==> src/hw/aie_pkg.sv <==
// Purpose: Shared constants for the add instruction execute block
// Assumes: 16-bit instruction words, 8-bit data path
// Notes:   Opcode fields, flag positions and addressing constants
package aie_pkg;
    localparam int          AIE_DW          = 8;            // Data width
    localparam int          AIE_AW          = 12;           // Data memory address width
    localparam logic [7:0]  AIE_OP_LIT      = 8'h0F;        // Literal add upper byte
    localparam logic [5:0]  AIE_OP_REG      = 6'h09;        // Register add upper six bits
    localparam int          AIE_D_BIT       = 9;            // Destination select position
    localparam int          AIE_A_BIT       = 8;            // Bank addressing position
    localparam logic [7:0]  AIE_IDX_LIMIT   = 8'h5F;        // Highest indexed offset
    localparam logic [7:0]  AIE_ACC_SPLIT   = 8'h60;        // Access bank low/high split
    localparam logic [3:0]  AIE_ACC_HI_BANK = 4'hF;         // Bank of upper access half
    localparam logic [3:0]  AIE_ACC_LO_BANK = 4'h0;         // Bank of lower access half
    localparam logic [7:0]  AIE_W_RST       = 8'h00;        // Accumulator reset value
    localparam logic [4:0]  AIE_FLG_RST     = 5'h00;        // Flags reset value
    localparam int          AIE_F_C         = 0;            // Carry flag position
    localparam int          AIE_F_DC        = 1;            // Digit carry flag position
    localparam int          AIE_F_Z         = 2;            // Zero flag position
    localparam int          AIE_F_OV        = 3;            // Overflow flag position
    localparam int          AIE_F_N         = 4;            // Negative flag position

    // Addressing mode of a register operand
    typedef enum logic [1:0] {AIE_AM_ACCESS, AIE_AM_BANKED, AIE_AM_INDEXED} aie_amode_t;
endpackage : aie_pkg

==> src/hw/aie_alu_if.sv <==
// Purpose: Carrier between decoder and adder
// Assumes: Single clock, combinational adder
// Notes:   Operands in, sum and flags out
`timescale 1ns/1ps
interface aie_alu_if;
    logic [7:0] op_a;    // Accumulator operand
    logic [7:0] op_b;    // Literal or register operand
    logic [7:0] sum;     // Result
    logic [4:0] flags;   // Result flags

    // Decoder side
    modport ctl (output op_a, output op_b, input sum, input flags);
    // Adder side
    modport alu (input op_a, input op_b, output sum, output flags);
endinterface : aie_alu_if

==> src/hw/aie_adder.sv <==
// Purpose: Eight-bit adder with status flags
// Assumes: Purely combinational
// Notes:   Flag order follows the package positions
`timescale 1ns/1ps
module aie_adder (
    aie_alu_if.alu a
);
    logic [8:0] full;    // Sum with carry out
    logic [4:0] lo;      // Low nibble sum

    // Sum and flag generation
    always_comb begin
        full = {1'b0, a.op_a} + {1'b0, a.op_b};
        lo   = {1'b0, a.op_a[3:0]} + {1'b0, a.op_b[3:0]};
        a.sum = full[7:0];
        a.flags = '0;
        a.flags[aie_pkg::AIE_F_C]  = full[8];
        a.flags[aie_pkg::AIE_F_DC] = lo[4];
        a.flags[aie_pkg::AIE_F_Z]  = (full[7:0] == 8'h00);
        // Overflow: equal signs in, different sign out
        a.flags[aie_pkg::AIE_F_OV] = (a.op_a[7] == a.op_b[7]) && (full[7] != a.op_a[7]);
        a.flags[aie_pkg::AIE_F_N]  = full[7];
    end
endmodule : aie_adder

==> src/hw/aie_core.sv <==
// Purpose: Execute the literal add and register add instructions
// Assumes: Data memory read is combinational within the cycle
// Notes:   One instruction per clock when instr_valid is high
//          A register written by one word is forwarded to the next
//
// The register addresses and the plain strobed port were chosen for this implementation.
`timescale 1ns/1ps
module aie_core (
    input  wire logic        mclk,          // Instruction clock
    input  wire logic        rstn,          // Async reset, active low
    input  wire logic        instr_valid,   // Instruction word present
    input  wire logic [15:0] instr,         // Instruction word
    input  wire logic        ext_set_en,    // Extended instruction set enabled
    input  wire logic [3:0]  bank_select_register, // Current bank
    input  wire logic [11:0] index_base,    // Index pointer for indexed mode
    input  wire logic [7:0]  mem_rdata,     // Data read at mem_addr
    output logic [11:0]      mem_addr,      // Data memory address (comb read)
    output logic [11:0]      wr_addr_q,     // Registered write address
    output logic [7:0]       wr_data_q,     // Registered write data
    output logic             wr_en_q,       // Registered write pulse
    output logic [7:0]       acc_q,         // Working accumulator
    output logic [4:0]       flags_q,       // N OV Z DC C
    output logic             done_q         // Add executed last cycle
);
    aie_alu_if alu_b ();                    // Adder carrier
    aie_pkg::aie_amode_t amode;             // Current addressing mode
    logic is_lit;                           // Literal add decoded
    logic is_reg;                           // Register add decoded
    logic [7:0] f;                          // Register offset field

    aie_adder u_add (.a(alu_b));

    // Decode opcode classes
    // Only the two add opcodes are recognised; every other word leaves
    // the accumulator, flags and memory untouched
    function automatic logic dec_lit(input logic [15:0] w);
        return w[15:8] == aie_pkg::AIE_OP_LIT;
    endfunction : dec_lit
    function automatic logic dec_reg(input logic [15:0] w);
        return w[15:10] == aie_pkg::AIE_OP_REG;
    endfunction : dec_reg

    assign is_lit = instr_valid && dec_lit(instr);
    assign is_reg = instr_valid && dec_reg(instr);
    assign f      = instr[7:0];

    // Addressing mode select
    // The bank bit wins over the extended set; indexed mode only covers
    // the low offsets, the rest of the access bank stays as it is
    always_comb begin
        if (instr[aie_pkg::AIE_A_BIT]) begin
            amode = aie_pkg::AIE_AM_BANKED;
        end else if (ext_set_en && f <= aie_pkg::AIE_IDX_LIMIT) begin
            amode = aie_pkg::AIE_AM_INDEXED;
        end else begin
            amode = aie_pkg::AIE_AM_ACCESS;
        end
    end

    // Address resolution per mode
    // Indexed offsets wrap within the twelve-bit address space
    always_comb begin
        unique case (amode)
            aie_pkg::AIE_AM_BANKED:  mem_addr = {bank_select_register, f};
            aie_pkg::AIE_AM_INDEXED: mem_addr = index_base + {4'h0, f};
            aie_pkg::AIE_AM_ACCESS:  begin
                // Access bank ignores bank select
                // Low offsets sit in bank zero, high offsets in the top bank
                mem_addr = (f < aie_pkg::AIE_ACC_SPLIT) ? {aie_pkg::AIE_ACC_LO_BANK, f}
                                                        : {aie_pkg::AIE_ACC_HI_BANK, f};
            end
            default: mem_addr = {bank_select_register, f};
        endcase
    end

    // Register operand as the instruction stream sees it. The store of a
    // register add lands in memory one edge after wr_en_q, so the word that
    // follows it would read the old value; the pending write is folded in.
    logic       fwd_hit;                    // Pending write hits this read
    logic [7:0] reg_operand;                // Register value for this word

    assign fwd_hit     = wr_en_q && (wr_addr_q == mem_addr);
    assign reg_operand = fwd_hit ? wr_data_q : mem_rdata;

    // Adder operands
    assign alu_b.op_a = acc_q;
    assign alu_b.op_b = is_lit ? f : reg_operand;

    // Accumulator update
    // A register add with destination one leaves the accumulator alone
    always_ff @(posedge mclk or negedge rstn) begin
        if (!rstn) begin
            acc_q <= aie_pkg::AIE_W_RST;
        end else if (is_lit) begin
            acc_q <= alu_b.sum;
        end else if (is_reg && !instr[aie_pkg::AIE_D_BIT]) begin
            acc_q <= alu_b.sum;
        end
    end

    // Flags update for both adds
    // Flags follow every add, whatever its destination
    always_ff @(posedge mclk or negedge rstn) begin
        if (!rstn) begin
            flags_q <= aie_pkg::AIE_FLG_RST;
        end else if (is_lit || is_reg) begin
            flags_q <= alu_b.flags;
        end
    end

    // Register write back
    // Address and data are captured on every register add; the write pulse
    // only rises for destination one, so memory is untouched otherwise
    always_ff @(posedge mclk or negedge rstn) begin
        if (!rstn) begin
            wr_en_q   <= 1'b0;
            wr_addr_q <= '0;
            wr_data_q <= '0;
        end else begin
            wr_en_q <= is_reg && instr[aie_pkg::AIE_D_BIT];
            if (is_reg) begin
                wr_addr_q <= mem_addr;
                wr_data_q <= alu_b.sum;
            end
        end
    end

    // Completion pulse
    // One pulse per executed add, none for ignored words
    always_ff @(posedge mclk or negedge rstn) begin
        if (!rstn) begin
            done_q <= 1'b0;
        end else begin
            done_q <= is_lit || is_reg;
        end
    end

    // Operands of the word taken at the last edge, kept for the checks
    // below so that expected results do not reuse the adder's outputs
    logic [7:0] chk_acc_p;                  // Accumulator before the add
    logic [7:0] chk_mem_p;                  // Register value before the add
    logic [7:0] chk_f_p;                    // Offset or literal field
    logic       chk_lit_p;                  // Last word was a literal add
    always_ff @(posedge mclk or negedge rstn) begin
        if (!rstn) begin
            chk_acc_p <= '0;
            chk_mem_p <= '0;
            chk_f_p   <= '0;
            chk_lit_p <= 1'b0;
        end else begin
            chk_acc_p <= acc_q;
            chk_mem_p <= reg_operand;
            chk_f_p   <= f;
            chk_lit_p <= is_lit;
        end
    end

    // Reference sums of the last taken word, built from the saved operands
    logic [7:0] chk_opb_p;                  // Second operand of the last word
    logic [8:0] chk_sum9;                   // Sum with carry out
    logic [4:0] chk_nib;                    // Low nibble sum with carry
    assign chk_opb_p = chk_lit_p ? chk_f_p : chk_mem_p;
    assign chk_sum9  = {1'b0, chk_acc_p} + {1'b0, chk_opb_p};
    assign chk_nib   = {1'b0, chk_acc_p[3:0]} + {1'b0, chk_opb_p[3:0]};

    // Checks on executed and ignored words, all on mclk and held off during reset
    chk_reg_sum: assert property (@(posedge mclk) disable iff (!rstn)
        is_reg |=> done_q && (wr_en_q ? wr_data_q : acc_q) == 8'(chk_acc_p + chk_mem_p))
        else $error("register add sum wrong");
    chk_dest_acc: assert property (@(posedge mclk) disable iff (!rstn)
        is_reg && !instr[aie_pkg::AIE_D_BIT] |=> !wr_en_q)
        else $error("accumulator destination wrote memory");
    chk_dest_reg: assert property (@(posedge mclk) disable iff (!rstn)
        is_reg && instr[aie_pkg::AIE_D_BIT] |=> wr_en_q && $stable(acc_q))
        else $error("register destination failed");
    chk_access_bank: assert property (@(posedge mclk) disable iff (!rstn)
        is_reg && !instr[aie_pkg::AIE_A_BIT] && !ext_set_en |-> mem_addr[7:0] == f
            && (mem_addr[11:8] == aie_pkg::AIE_ACC_LO_BANK || mem_addr[11:8] == aie_pkg::AIE_ACC_HI_BANK))
        else $error("access bank address wrong");
    chk_banked: assert property (@(posedge mclk) disable iff (!rstn)
        is_reg && instr[aie_pkg::AIE_A_BIT] |-> mem_addr == {bank_select_register, f})
        else $error("banked address wrong");
    chk_indexed: assert property (@(posedge mclk) disable iff (!rstn)
        is_reg && !instr[aie_pkg::AIE_A_BIT] && ext_set_en && f <= aie_pkg::AIE_IDX_LIMIT
            |-> mem_addr == 12'(index_base + f))
        else $error("indexed address wrong");
    chk_lit_add: assert property (@(posedge mclk) disable iff (!rstn)
        is_lit |=> acc_q == 8'(chk_acc_p + $past(f)) && !wr_en_q)
        else $error("literal add wrong");
    chk_zero_flag: assert property (@(posedge mclk) disable iff (!rstn)
        (is_lit || is_reg) |=> flags_q[aie_pkg::AIE_F_Z] == (chk_sum9[7:0] == 8'h00))
        else $error("zero flag wrong");
    chk_carry_flags: assert property (@(posedge mclk) disable iff (!rstn)
        (is_lit || is_reg) |=> flags_q[aie_pkg::AIE_F_C] == chk_sum9[8]
            && flags_q[aie_pkg::AIE_F_DC] == chk_nib[4])
        else $error("carry flags wrong");
    chk_sign_flags: assert property (@(posedge mclk) disable iff (!rstn)
        (is_lit || is_reg) |=> flags_q[aie_pkg::AIE_F_N] == chk_sum9[7]
            && flags_q[aie_pkg::AIE_F_OV] == (chk_acc_p[7] == chk_opb_p[7] && chk_sum9[7] != chk_acc_p[7]))
        else $error("sign or overflow flag wrong");
    chk_write_target: assert property (@(posedge mclk) disable iff (!rstn)
        is_reg && instr[aie_pkg::AIE_D_BIT] |=> wr_addr_q == $past(mem_addr))
        else $error("write back address wrong");
    chk_idle_quiet: assert property (@(posedge mclk) disable iff (!rstn)
        !(is_lit || is_reg) |=> !done_q && !wr_en_q && $stable(acc_q) && $stable(flags_q))
        else $error("state moved without an add");

    // Main scenarios: each add kind, both destinations, indexed and forwarded reads

    cov_lit: cover property (@(posedge mclk) disable iff (!rstn) is_lit);
    cov_reg_w: cover property (@(posedge mclk) disable iff (!rstn) is_reg && !instr[aie_pkg::AIE_D_BIT]);
    cov_reg_f: cover property (@(posedge mclk) disable iff (!rstn) is_reg && instr[aie_pkg::AIE_D_BIT]);
    cov_idx: cover property (@(posedge mclk) disable iff (!rstn) is_reg && amode == aie_pkg::AIE_AM_INDEXED);
    cov_fwd: cover property (@(posedge mclk) disable iff (!rstn) is_reg && fwd_hit);
endmodule : aie_core

==> config.mk <==
export PLATFORM = sky130hd
export DESIGN_NAME = aie_core
export DESIGN_NICKNAME = d
export VERILOG_FILES = /design/src/hw/aie_pkg.sv /design/src/hw/aie_alu_if.sv /design/src/hw/aie_adder.sv /design/src/hw/aie_core.sv
export SDC_FILE = /design/constraint.sdc
export NUM_CORES = 1
export LEC_CHECK = 0
export BUFFER_PORTS_ARGS = -buffer_cell sky130_fd_sc_hd__buf_4
export CORE_AREA = 2 2 85 87
export DETAILED_ROUTE_END_ITERATION = 8
export DIE_AREA = 0 0 87 89
export PLACE_DENSITY = 0.7
export SLEW_MARGIN = 40
export SYNTH_ARGS = -nofsm -noshare
export SYNTH_HDL_FRONTEND = slang
export SYNTH_SLANG_ARGS = --single-unit
==> constraint.sdc <==
create_clock -name mclk -period 4.3 [get_ports mclk]
set_input_delay 0.645 -clock mclk [delete_from_list [all_inputs] [get_ports mclk]]
set_output_delay 0.645 -clock mclk [all_outputs]
set_load 0.1 [all_outputs]
### Word level (Yosys, flattened, before mapping)

Index checks and enable logic that the tools add are counted.

| word-level totals | value |
|---|---|
| bits in registers | 35 |
| latch bits | 0 |
| bits in writable memories | 0 |
| ROM bits | 0 |
| output and inout port bits | 47 |
| logic and storage cells | 37 |
| memories kept | 0 |

| operators by class | value |
|---|---|
| add/subtract/negate cells | 3 |
| multiply operators | 0 |
| divide/modulo/power cells | 0 |
| magnitude comparators | 2 |
| equal/unequal tests | 6 |
| shift-type cells | 0 |
| multiplexer cells | 8 |
| bitwise gates (word level) | 0 |
| reduce and logical (&&, ||, !) cells | 12 |

Operators with widths:

| cell | count |
|---|---|
| two-way mux 8 bit | 4 |
| case mux 12 bit (2 select lines) | 1 |
| adder 12 x 8 -> 12 bit | 1 |
| equality test 12 bit | 1 |
| two-way mux 12 bit | 1 |
| adder 8 x 8 -> 9 bit | 1 |
| equality test 8 x 4 -> 1 bit (second input constant) | 1 |
| less-or-equal comparator 8 x 7 -> 1 bit (second input constant) | 1 |
| logical NOT 8 bit | 1 |
| less-than comparator 8 x 7 -> 1 bit (second input constant) | 1 |
| logical AND 1 bit | 7 |
| equality test 6 x 4 -> 1 bit (second input constant) | 1 |
| adder 4 x 4 -> 5 bit | 1 |
| two-way mux 2 bit | 2 |
| equality test 2 bit (second input constant) | 1 |
| logical NOT 2 bit | 1 |
| nonzero test 2 bit | 1 |
| equality test 1 bit | 1 |
| logical NOT 1 bit | 1 |
| logical OR 1 bit | 1 |
| inequality test 1 bit | 1 |

### Logic depth before layout (Yosys ltp)

Gate-level depths: netlist of run 1.

| depth | value |
|---|---|
| word-level depth | 13 |
| mapped depth | 22 |

### By module

A second synthesis of run 1 with hierarchy kept.

| second synthesis, totals | value |
|---|---|
| cell total of the unflattened synthesis | 340 |
| area total of the unflattened synthesis | 3064.2 um^2 |

Modules (own cells, without submodules):

| module | instances | cells an instance | area each (um^2) |
|---|---|---|---|
| aie_core | 1 | 287 | 2650.0 |
| aie_adder | 1 | 53 | 414.1 |

### Worst setup path after synthesis of run 1

Ideal clock, no wire load.

| timing | value |
|---|---|
| path kind | input to register |
| from | in instr[0] |
| to | reg flags_q[2] |
| arrival time | 5790 ps |
| setup slack | -1582 ps |
| stages | 22 |
| cell sequence | ha_1 > fa_1 > nand3_1 > a21boi_0 > o31ai_2 > xor2_1 > nor2_1 > and4b_1 > clkbuf_1 > nand4_1 > a31oi_1 > ha_1 > inv_1 > fa_1 > inv_1 > a21oi_1 > o21bai_1 > a21o_1 > a21oi_1 > xnor2_1 > or4_1 > o31ai_2 |

| between the ends | value |
|---|---|
| word-level cells in the longest chain between the ends | 12 |
| elaborated cells between the ends (all ways) | 16 |

Ends and longest elaborated chain:

| element | RTL line | text |
|---|---|---|
| start: declaration | aie_core.sv:12 | `input wire logic [15:0] instr,` |
| less-or-equal comparator 8 x 7 -> 1 bit | aie_core.sv:53 | `end else if (ext_set_en && f <= aie_pkg::AIE_IDX_LIMIT) begin` |
| logical AND 1 bit | aie_core.sv:53 |  |
| two-way mux 2 bit | aie_core.sv:53 |  |
| two-way mux 2 bit | aie_core.sv:51 | `if (instr[aie_pkg::AIE_A_BIT]) begin` |
| equality test 2 bit or logical NOT 2 bit (tied branches) | aie_core.sv:63 | `unique case (amode)` |
| case mux 12 bit (2 select lines) (*) | aie_core.sv:63 |  |
| named net mem_addr[4] | aie_core.sv:17 | `output logic [11:0] mem_addr,` |
| equality test 12 bit (*) | aie_core.sv:82 | `assign fwd_hit = wr_en_q && (wr_addr_q == mem_addr);` |
| logical AND 1 bit (*) | aie_core.sv:82 |  |
| two-way mux 8 bit (*) | aie_core.sv:83 | `assign reg_operand = fwd_hit ? wr_data_q : mem_rdata;` |
| two-way mux 8 bit (*) | aie_core.sv:87 | `assign alu_b.op_b = is_lit ? f : reg_operand;` |
| adder 8 x 8 -> 9 bit (*) | aie_adder.sv:13 | `full = {1'b0, a.op_a} + {1'b0, a.op_b};` |
| logical NOT 8 bit (*) | aie_adder.sv:19 | `a.flags[aie_pkg::AIE_F_Z] = (full[7:0] == 8'h00);` |
| end signal: assignment | aie_core.sv:105 | `flags_q <= aie_pkg::AIE_FLG_RST;` |
| end signal: assignment | aie_core.sv:107 | `flags_q <= alu_b.flags;` |
| end: declaration | aie_core.sv:22 | `output logic [4:0] flags_q,` |

Mark *: on every way through the listed nets, which the timed path passes. The rest lies on a longest branch.
A chain may end at the register's enable or synchronous reset.

### Worst setup path in the final report of run 1

| timing | value |
|---|---|
| from | in instr[0] |
| to | reg flags_q[2] |

| between the ends | value |
|---|---|
| word-level cells in the longest chain between the ends | 12 |
| elaborated cells between the ends (all ways) | 16 |

Ends and longest elaborated chain:

| element | RTL line |
|---|---|
| less-or-equal comparator 8 x 7 -> 1 bit | aie_core.sv:53 |
| logical AND 1 bit | aie_core.sv:53 |
| two-way mux 2 bit | aie_core.sv:53 |
| two-way mux 2 bit | aie_core.sv:51 |
| equality test 2 bit or logical NOT 2 bit (tied branches) | aie_core.sv:63 |
| case mux 12 bit (2 select lines) | aie_core.sv:63 |
| equality test 12 bit | aie_core.sv:82 |
| logical AND 1 bit | aie_core.sv:82 |
| two-way mux 8 bit | aie_core.sv:83 |
| two-way mux 8 bit (*) | aie_core.sv:87 |
| adder 8 x 8 -> 9 bit (*) | aie_adder.sv:13 |
| logical NOT 8 bit (*) | aie_adder.sv:19 |

Mark *: on every way between the ends. The rest lies on a longest branch, timed or not.

==> results of run 1 <==
-- cells by family after synthesis --
kind of cell / Yosys count / share of synthesized area, %
AO/OA/AOI/OAI: 96 / 22.9
multiplexers: 25 / 9.33
adder cells (fa/ha/maj): 18 / 8.03
buffers and inverters: 28 / 4.06
AND/OR/NAND/NOR: 104 / 18.7
flip-flops: 35 / 29.3
XOR/XNOR: 25 / 7.78
-- worst max-delay path: cells and delay by family --
kind | cells | cell delay [ns]
compound gates | 9 | 2.06
fa+ha+maj | 3 | 0.83
simple gates | 2 | 0.57
buf+inv | 4 | 0.56
xor+xnor | 2 | 0.27
-- power groups by stage --
stage / sequential, µW / clock, µW / combinational, µW
after floorplan: 818 / 0 / 373
after global placement: 450 / 0 / 1100
final: 447 / 266 / 1200
after detailed placement: 452 / 0 / 1110
after CTS: 446 / 273 / 1150
after global routing: 455 / 289 / 1250
-- sequential cells by signal (all words and copies together) (netlist names) --
signal and cells:
wr_addr_q 12, wr_en_q 1, wr_data_q 8, done_q 1, flags_q 5, acc_q 8
-- per-layer routing --
layer / part of all wire [%] / GRT usage [%]
met4: 1.1 / 5.82
met5: 0 / 0
met1: 43 / 35.4
met3: 6.4 / 4.34
met2: 50 / 47.5
-- placed cells by master (no fill, tap or decap), types with 3 or more instances in the layout --
cell      count
nand4b_1      6
o21ai_2       4
nand3_1       6
o31ai_2       3
a21oi_2       5
a21boi_1      4
a21o_1        6
buf_4       186
dfrtp_1      35
a21oi_1       8
or3_1         3
o31ai_1       7
clkbuf_8      5
nand3b_1      3
xor2_1        8
a31oi_1      10
inv_1         9
nand4_1      10
o21bai_1      4
o21ai_0      12
nor3_2        3
nor2_1       18
xnor2_1      10
a211oi_2      3
mux2_2       18
ha_1         13
nand2b_1      6
nand2_1      24
nor3_1        7
mux2_4        5
-- final cells by class --
class                   instances  area share, %
flip-flops and latches         35           18.2
repair buffers                190           30.2
clock buffers                   5           1.43
inverters                      12           1.04
well taps                      80           2.08
clock inverters                 3          0.494
multi-input cells             268           46.6
-- stage by stage --
stage / cells / util (%) / setup WS (ns) / setup TNS (ns) / total power (µW)
CTS: 590 / 70.1 / -0.343 / -2.45 / 1870
detailed placement: 572 / 66.5 / -0.744 / -6.64 / 1560
finish: 593 / 71.6 / -0.433 / -3.23 / 1910
floorplan: 331 / - / -0.885 / -6.59 / 1190
global placement: 572 / 66.4 / -0.586 / -5.10 / 1550
global route: 593 / 71.6 / -0.515 / -4.57 / 2000
-- what timing repair did --
item / CTS / global route
pin swaps: 17 / 15
gates cloned: 0 / 0
setup endpoints to repair: 12 / 14
gates resized for setup: 17 / 20
setup buffers: 12 / 3
-- worst max path at each step --
stage | endpoint | slack, ns | cells after the start
final | flags_q[2] | -0.43 | 20
after detailed placement | flags_q[2] | -0.74 | 22
after CTS | flags_q[2] | -0.34 | 22
after floorplan | flags_q[2] | -0.89 | 20
after global routing | flags_q[2] | -0.52 | 20
after global placement | flags_q[2] | -0.59 | 21
==> flow_metrics.tcl, run 1 <==
set metrics [dict create \
    setup_ws_ns -0.433 \
    grt_pass1_wl_um 16200 \
    clkTransAtPathRegs_ns 0.09 \
    hold_class "in -> async" \
    drt_first_pass_iters 4 \
    rr_worst_depth 19 \
    cts_buffers 5 \
    placed_area_um2 4470 \
    port_buffers 90 \
    ioPinCount 91 \
    cp_slowest_stage_delay_ns 0.44 \
    async_reset_ff_share_pct 100 \
    wl_per_cell_um 17.8 \
    fin_crit_sh_pct 110 \
    fmax_mhz 211 \
    rsz0062_at_grt "true" \
    p_int_uw 920 \
    grt_usage_pct 27.1 \
    ir_drop_mv 0.317 \
    ys_warn_count 0 \
    dp.final_hpwl_um 7950 \
    timing.rr.start "wr_addr_q[7]" \
    rrSetupSlack_ns 0.17 \
    nNetsFinal 574 \
    die_x_um 87 \
    fp.dieH_um 89 \
    synth.net_count 393 \
    slowest_stage "o41a_1" \
    grt-ovfl-total 0 \
    synth_top_area_cell "dfrtp_1" \
    violations "setup timing" \
    cp_data_required_time_ns 4.51 \
    p_leak_uw 0.00233 \
    die_area_um2 7740 \
    setup.worst_path.start "instr[0]" \
    power_frac_comb_pct 62.7 \
    drc 0 \
    power_frac_seq_pct 23.4 \
    power_density_nw_per_um2 397 \
    crit_chain "buf_8, ha_4, fa_2, a21o_1, a22o_1, o41a_1, nand3_2, o211ai_4, buf_12, xor2_4, buf_4, buf_4, o31ai_1, a31oi_1, ha_1, a21o_1, a21oi_4, xnor2_2, or4_4, o31ai_2" \
    routed_via_density 5.67 \
    ys.flop_type "dfrtp_1" \
    synth-edff-count 0 \
    antenna_found_initial 0 \
    syn_area_um2 2990 \
    worst_r2r_endpoint "flags_q[2]" \
    stdcell_area_um2 4810 \
    finClkSkew_ns 0.0151 \
    start_kind "primary input" \
    setup_violations 13 \
    drt_iter0_drc 128 \
    status "finished with violations" \
    yosys-top-cells-count "dfrtp_1, nand2_1, mux2_2" \
    grt_max_degree 36 \
    place_congestion 0.971 \
    start_util_pct 44.5 \
    holdWs_ns 0.289 \
    cp-end-kind "register" \
    layout-drive-gt1-share_pct 52.8 \
    p_sw_share_pct 51.8 \
    register_area_um2 876 \
    fillCellCount 548 \
    avgSynthCellArea_um2 9.04 \
    drv_cap 0 \
    fp.coreArea_um2 6720 \
    criticalPathCategory "in -> reg" \
    finalHoldViolCount 0 \
    ys_top_cells_by_area "dfrtp_1, mux2_2, ha_1" \
    multi_input_area_um2 2240 \
    path_max_fanout 5 \
    clock_latency_ns 0.30 \
    fp-row-count 30 \
    root_buffer "clkbuf_8" \
    syn_to_final_growth_pct 60.9 \
    grt_pass1_vias 3285 \
    arrival_ns 4.94 \
    ant_nets 0 \
    hold_buffers 0 \
    diodes 0 \
    synth_top_area_share_pct 29.3 \
    drt_wl_total_um 10500 \
    ys_types 62 \
    p_sw_uw 989 \
    tightest_slew_ns 0.667 \
    clock-sinks 35 \
    synthCells 331 \
    yosysMostFrequentCell "dfrtp_1" \
    ys_ff_latch 35 \
    cts_max_level 2 \
    drv_slew 0 \
    vias 3361 \
    ys_seq_area_share_pct 29.3 \
    finalCriticalPeriod_ns 4.73 \
    cts_tree "done" \
    max-slew-margin-rel_pct 55.5 \
    clkPwrFrac_pct 13.9 \
    clockBufferDepth 2 \
]
No activity file was read; power rests on OpenSTA's default activity.
==> run 2: changes to the inputs <==
==> constraint.sdc (replaced) <==
create_clock -name mclk -period 4.3 [get_ports mclk]
set_input_delay 0.43 -clock mclk [delete_from_list [all_inputs] [get_ports mclk]]
set_output_delay 0.43 -clock mclk [all_outputs]
set_load 0.1 [all_outputs]
==> run 2 against run 1 <==
Net effect:
- the run still ends with setup timing left
- via count decreased by 1.6%
- sequential power about the same
- combinational power decreased by 6%
- sequential share of layout area increased by 0.99 points
- register-to-register slack got worse by 0.06 ns
==> flow_metrics.tcl, run 2 (synthesis results as in run 1) <==
set metrics [dict create \
    status "finished with violations" \
    violations "setup timing" \
    path_max_fanout 5 \
    diodes 0 \
    drt_wl_total_um 9990 \
    dp.final_hpwl_um 7840 \
    slowest_stage "o41a_1" \
    tightest_slew_ns 0.695 \
    die_area_um2 7740 \
    root_buffer "clkbuf_8" \
    fin_setup_tns_ns -0.379 \
    ir_drop_mv 0.315 \
    grt_pass1_vias 3398 \
    finalHoldViolCount 0 \
    mostFrequentLayoutCells "buf_4, dfrtp_1, nand2_1" \
    max-slew-margin-rel_pct 53.3 \
    place_congestion 0.941 \
    finClkSkew_ns 0.0110 \
    power_density_nw_per_um2 398 \
    fp.coreArea_um2 6720 \
    criticalPathCategory "in -> reg" \
    grt_max_degree 36 \
    drv_cap 0 \
    drt_iter0_drc 137 \
    ant_nets 0 \
    ioPinCount 91 \
    start_kind "primary input" \
    routed_via_density 5.82 \
    fp-row-count 30 \
    layout-drive-gt1-share_pct 48.4 \
    clock_latency_ns 0.29 \
    grt-ovfl-total 0 \
    setup_ws_ns -0.165 \
    crit_chain "buf_8, ha_4, fa_2, a21o_1, a22o_1, o41a_1, o211ai_4, buf_12, xor2_4, o31ai_1, a31oi_1, ha_2, inv_2, fa_2, inv_2, a21oi_2, o21bai_1, a21o_1, a21oi_2, xnor2_2, or4_4, o31ai_2" \
    grt_pass1_wl_um 16000 \
    drt_first_pass_iters 4 \
    clkTransAtPathRegs_ns 0.08 \
    port_buffers 90 \
    cts_max_level 2 \
    cp_data_required_time_ns 4.51 \
    arrival_ns 4.67 \
    die_x_um 87 \
    cts_tree "done" \
    p_leak_uw 0.00218 \
    drc 0 \
    pre_cts_slack_ns -0.558 \
    layout_commonest_cell "buf_4" \
    fmax_mhz 224 \
    hold_buffers 0 \
    nNetsFinal 549 \
    worst-path-buf-inv 4 \
    largest_register_ffs 12 \
    fin_crit_sh_pct 104 \
    grt_usage_pct 26.0 \
    drv_slew 0 \
    clockBufferDepth 2 \
    wl_per_cell_um 17.6 \
    fillCellCount 549 \
    cpLargestDelayFamily "compound AO/OA/AOI/OAI gates" \
    reg_top3 "wr_addr_q x12, acc_q x8, wr_data_q x8" \
    syn_to_final_growth_pct 52.6 \
    start_util_pct 44.5 \
    cts_buffers 5 \
    rrSetupSlack_ns 0.11 \
    hold_class "in -> async" \
    holdWs_ns 0.0939 \
    clock-sinks 35 \
    cp-end-kind "register" \
    fp.dieH_um 89 \
    antenna_found_initial 0 \
    rsz0062_at_grt "true" \
    vias 3306 \
    setup_violations 7 \
    cp_slowest_stage_delay_ns 0.44 \
    top_register "wr_addr_q" \
    finalCriticalPeriod_ns 4.47 \
]
==> run 2: through the flow <==
step | utilization (%) | area [µm²] | std cells | total power, µW
floorplan | - | 3100 | 331 | 1190
global placement | 64.0 | 4300 | 552 | 1520
detailed placement | 64.1 | 4300 | 552 | 1530
CTS | 66.7 | 4480 | 564 | 1800
global route | 67.9 | 4560 | 568 | 1900
finish | 67.9 | 4560 | 568 | 1820
==> run 2: per-layer routing <==
metal	part of all wire (%)	vias up	global-route usage (%)
met5	0	-	0
met4	1.3	0	7.39
met3	5.4	12	4.25
met2	51	108	46.8
met1	43	1629	32.2
li1	-	1557	-
==> run 2: worst paths after layout <==
| kind | from | endpoint | cells past startpoint |
|---|---|---|---|
| setup / recovery | instr[0] | flags_q[2] | 22 |
| hold / removal | rstn | flags_q[4] | 1 |
| setup reg to reg | wr_addr_q[7] | flags_q[2] | 19 |
| hold reg to reg | flags_q[4] | flags_q[4] | 2 |
| max in group asynchronous | rstn | wr_addr_q[11] | 1 |
| min in group mclk | instr[9] | wr_en_q | 3 |
==> run 2: cell type report <==
type	count	area, µm²	share of cell area, %
clock buffer	6	72.6	1.59
inverter	12	50.0	1.10
multi-input combinational	268	2190	48.0
sequential	35	876	19.2
timing repair buffer	165	1260	27.7
clock inverter	2	12.5	0.274
tap	80	100	2.19
==> run 2: timing repair <==
| item | 4_1_cts | 5_1_grt |
|---|---|---|
| pin swaps | 9 | 11 |
| gates cloned | 0 | 0 |
| gates resized for setup | 12 | 10 |
| buffers inserted | 5 | 4 |
| setup endpoints to repair | 8 | 14 |
==> run 2: where the power goes <==
group / internal (µW) / switching [µW]
clock: 113 / 128
combinational: 383 / 745
sequential: 381 / 68.0
==> run 3: changes to the inputs <==
SETUP_SLACK_MARGIN = 0.4   (was not set)
==> run 3 against run 2 <==
Net effect:
- the run still ends with setup timing left
- combinational power up 11%
- clock skew down 0.0020 ns
- largest cell class unchanged
- wire length up 10%
- highest routed layer unchanged
==> flow_metrics.tcl, run 3 (synthesis results as in run 1) <==
set metrics [dict create \
    status "finished with violations" \
    violations "setup timing" \
    wl_per_cell_um 18.5 \
    stdcell_area_um2 4850 \
    port_buffers 90 \
    worst-path-buf-inv 7 \
    routed_via_density 5.82 \
    root_buffer "clkbuf_8" \
    fp-row-count 30 \
    cts_buffers 5 \
    finClkSkew_ns 0.00902 \
    drv_slew 0 \
    grt_pass1_vias 3330 \
    diodes 0 \
    fmax_mhz 215 \
    place_congestion 0.979 \
    holdWs_ns 0.0813 \
    p_leak_uw 0.00234 \
    hold_buffers 0 \
    clkTransAtPathRegs_ns 0.09 \
    start_kind "primary input" \
    power_density_nw_per_um2 403 \
    nNetsFinal 575 \
    max-slew-margin-rel_pct 56.7 \
    setup_ws_ns -0.348 \
    layout-drive-gt1-share_pct 53.1 \
    reg_top3 "wr_addr_q x12, acc_q x8, wr_data_q x8" \
    hold_class "in -> async" \
    placed_area_um2 4410 \
    drc 0 \
    drv_cap 0 \
    cpLargestDelayFamily "compound AO/OA/AOI/OAI gates" \
    tightest_slew_ns 0.650 \
    dp.final_hpwl_um 8070 \
    top_register "wr_addr_q" \
    finalHoldViolCount 0 \
    path_max_fanout 5 \
    utilization_pct 72.3 \
    criticalPathCategory "in -> reg" \
    drt_iter0_drc 178 \
    drt_first_pass_iters 5 \
    setup_violations 12 \
    clock_latency_ns 0.30 \
    fp.coreArea_um2 6720 \
    cp_data_required_time_ns 4.51 \
    grt-ovfl-total 0 \
    vias 3457 \
    layout_commonest_cell "buf_4" \
    ant_nets 0 \
    placedCellCount 564 \
    cts_tree "done" \
    grt_max_degree 36 \
    slowest_stage "or4_1" \
    clock-sinks 35 \
    fin_cells 594 \
    syn_to_final_growth_pct 62.3 \
    cp-end-kind "register" \
    rsz0062_at_grt "true" \
    cp_slowest_stage_delay_ns 0.51 \
    fp.dieH_um 89 \
    ir_drop_mv 0.373 \
    cts_max_level 2 \
    antenna_found_initial 0 \
    mostFrequentLayoutCells "buf_4, dfrtp_1, nand2_1" \
    grt_usage_pct 27.4 \
    pre_cts_slack_ns -0.575 \
    arrival_ns 4.86 \
    die_x_um 87 \
    drt_wl_total_um 11000 \
    fin_crit_sh_pct 108 \
    grt_pass1_wl_um 16500 \
    start_util_pct 44.5 \
    die_area_um2 7740 \
    largest_register_ffs 12 \
    finalCriticalPeriod_ns 4.65 \
    ioPinCount 91 \
    crit_chain "buf_8, ha_4, fa_2, a21o_1, a22o_1, o41a_1, nand3_2, o211ai_4, buf_12, xor2_4, buf_6, buf_4, o31ai_2, a31oi_1, ha_1, inv_2, o21bai_2, buf_4, buf_6, xor2_2, or4_1, o31ai_2" \
    clockBufferDepth 2 \
]
-- run 3: changes by cell type in the layout (fill, tap and decap cells not counted), sizes merged --
cell / change
clkinv: -1
clkbuf: -1
clkinvlp: +1
buf: +26
inv: +1
-- run 3: repair_timing --
| action | CTS | global route |
|---|---|---|
| setup buffers | 13 | 9 |
| gates cloned | 0 | 0 |
| pin swaps | 23 | 27 |
| setup endpoints to repair | 14 | 19 |
| gates resized for setup | 22 | 25 |
-- run 3: cell type report --
| cell class | count | area [µm²] |
|---|---|---|
| Multi-Input combinational cell | 268 | 2240 |
| Fill cell | 503 | 1860 |
| Timing Repair Buffer | 191 | 1490 |
| Sequential cell | 35 | 876 |
| Tap cell | 80 | 100 |
| Clock buffer | 5 | 68.8 |
| Inverter | 12 | 50.0 |
| Clock inverter | 3 | 23.8 |
-- run 3: report_power, final --
group,switching [µW],internal [µW]
combinational,791,457
sequential,66.8,381
clock,143,116
-- run 3: worst paths after layout --
| path | start | end | slack, ns | depth (start not counted) |
|---|---|---|---|---|
| worst max-delay path | instr[0] | flags_q[2] | -0.35 | 22 |
| worst min-delay path | rstn | wr_addr_q[6] | 0.08 | 1 |
| worst max register to register | wr_addr_q[7] | flags_q[2] | 0.19 | 16 |
| worst min register to register | flags_q[4] | flags_q[4] | 0.48 | 2 |
| max in group asynchronous | rstn | wr_addr_q[10] | 3.87 | 1 |
| min in group mclk | instr[9] | wr_en_q | 0.40 | 3 |
-- run 3: worst register-to-register path, cell delays in order, from the launching register on --
cell and delay (ns):
dfrtp_1 0.45, nor2b_1 0.20, or3b_2 0.46, a311o_1 0.29, o211ai_1 0.11, a211oi_2 0.07, and4b_2 0.26, buf_4 0.14
a41o_1 0.24, o21a_1 0.20, ha_1 0.31, a21o_1 0.17, a21oi_2 0.15, buf_4 0.14, xnor2_2 0.06, or4_1 0.54
o31ai_2 0.21
-- run 3: per-stage QoR --
step,total power (µW),setup TNS [ns]
detailed placement,1550,-3.95
global route,2030,-3.67
floorplan,1190,-3.62
CTS,1880,-1.01
global placement,1530,-2.35
finish,1950,-2.20
-- run 3: routing by layer --
| metal | track usage [%] | share of wire, % |
|---|---|---|
| met4 | 8.52 | 1.9 |
| met2 | 48.1 | 50 |
| met1 | 35.2 | 42 |
| met5 | 0 | 0 |
| met3 | 3.42 | 5.9 |
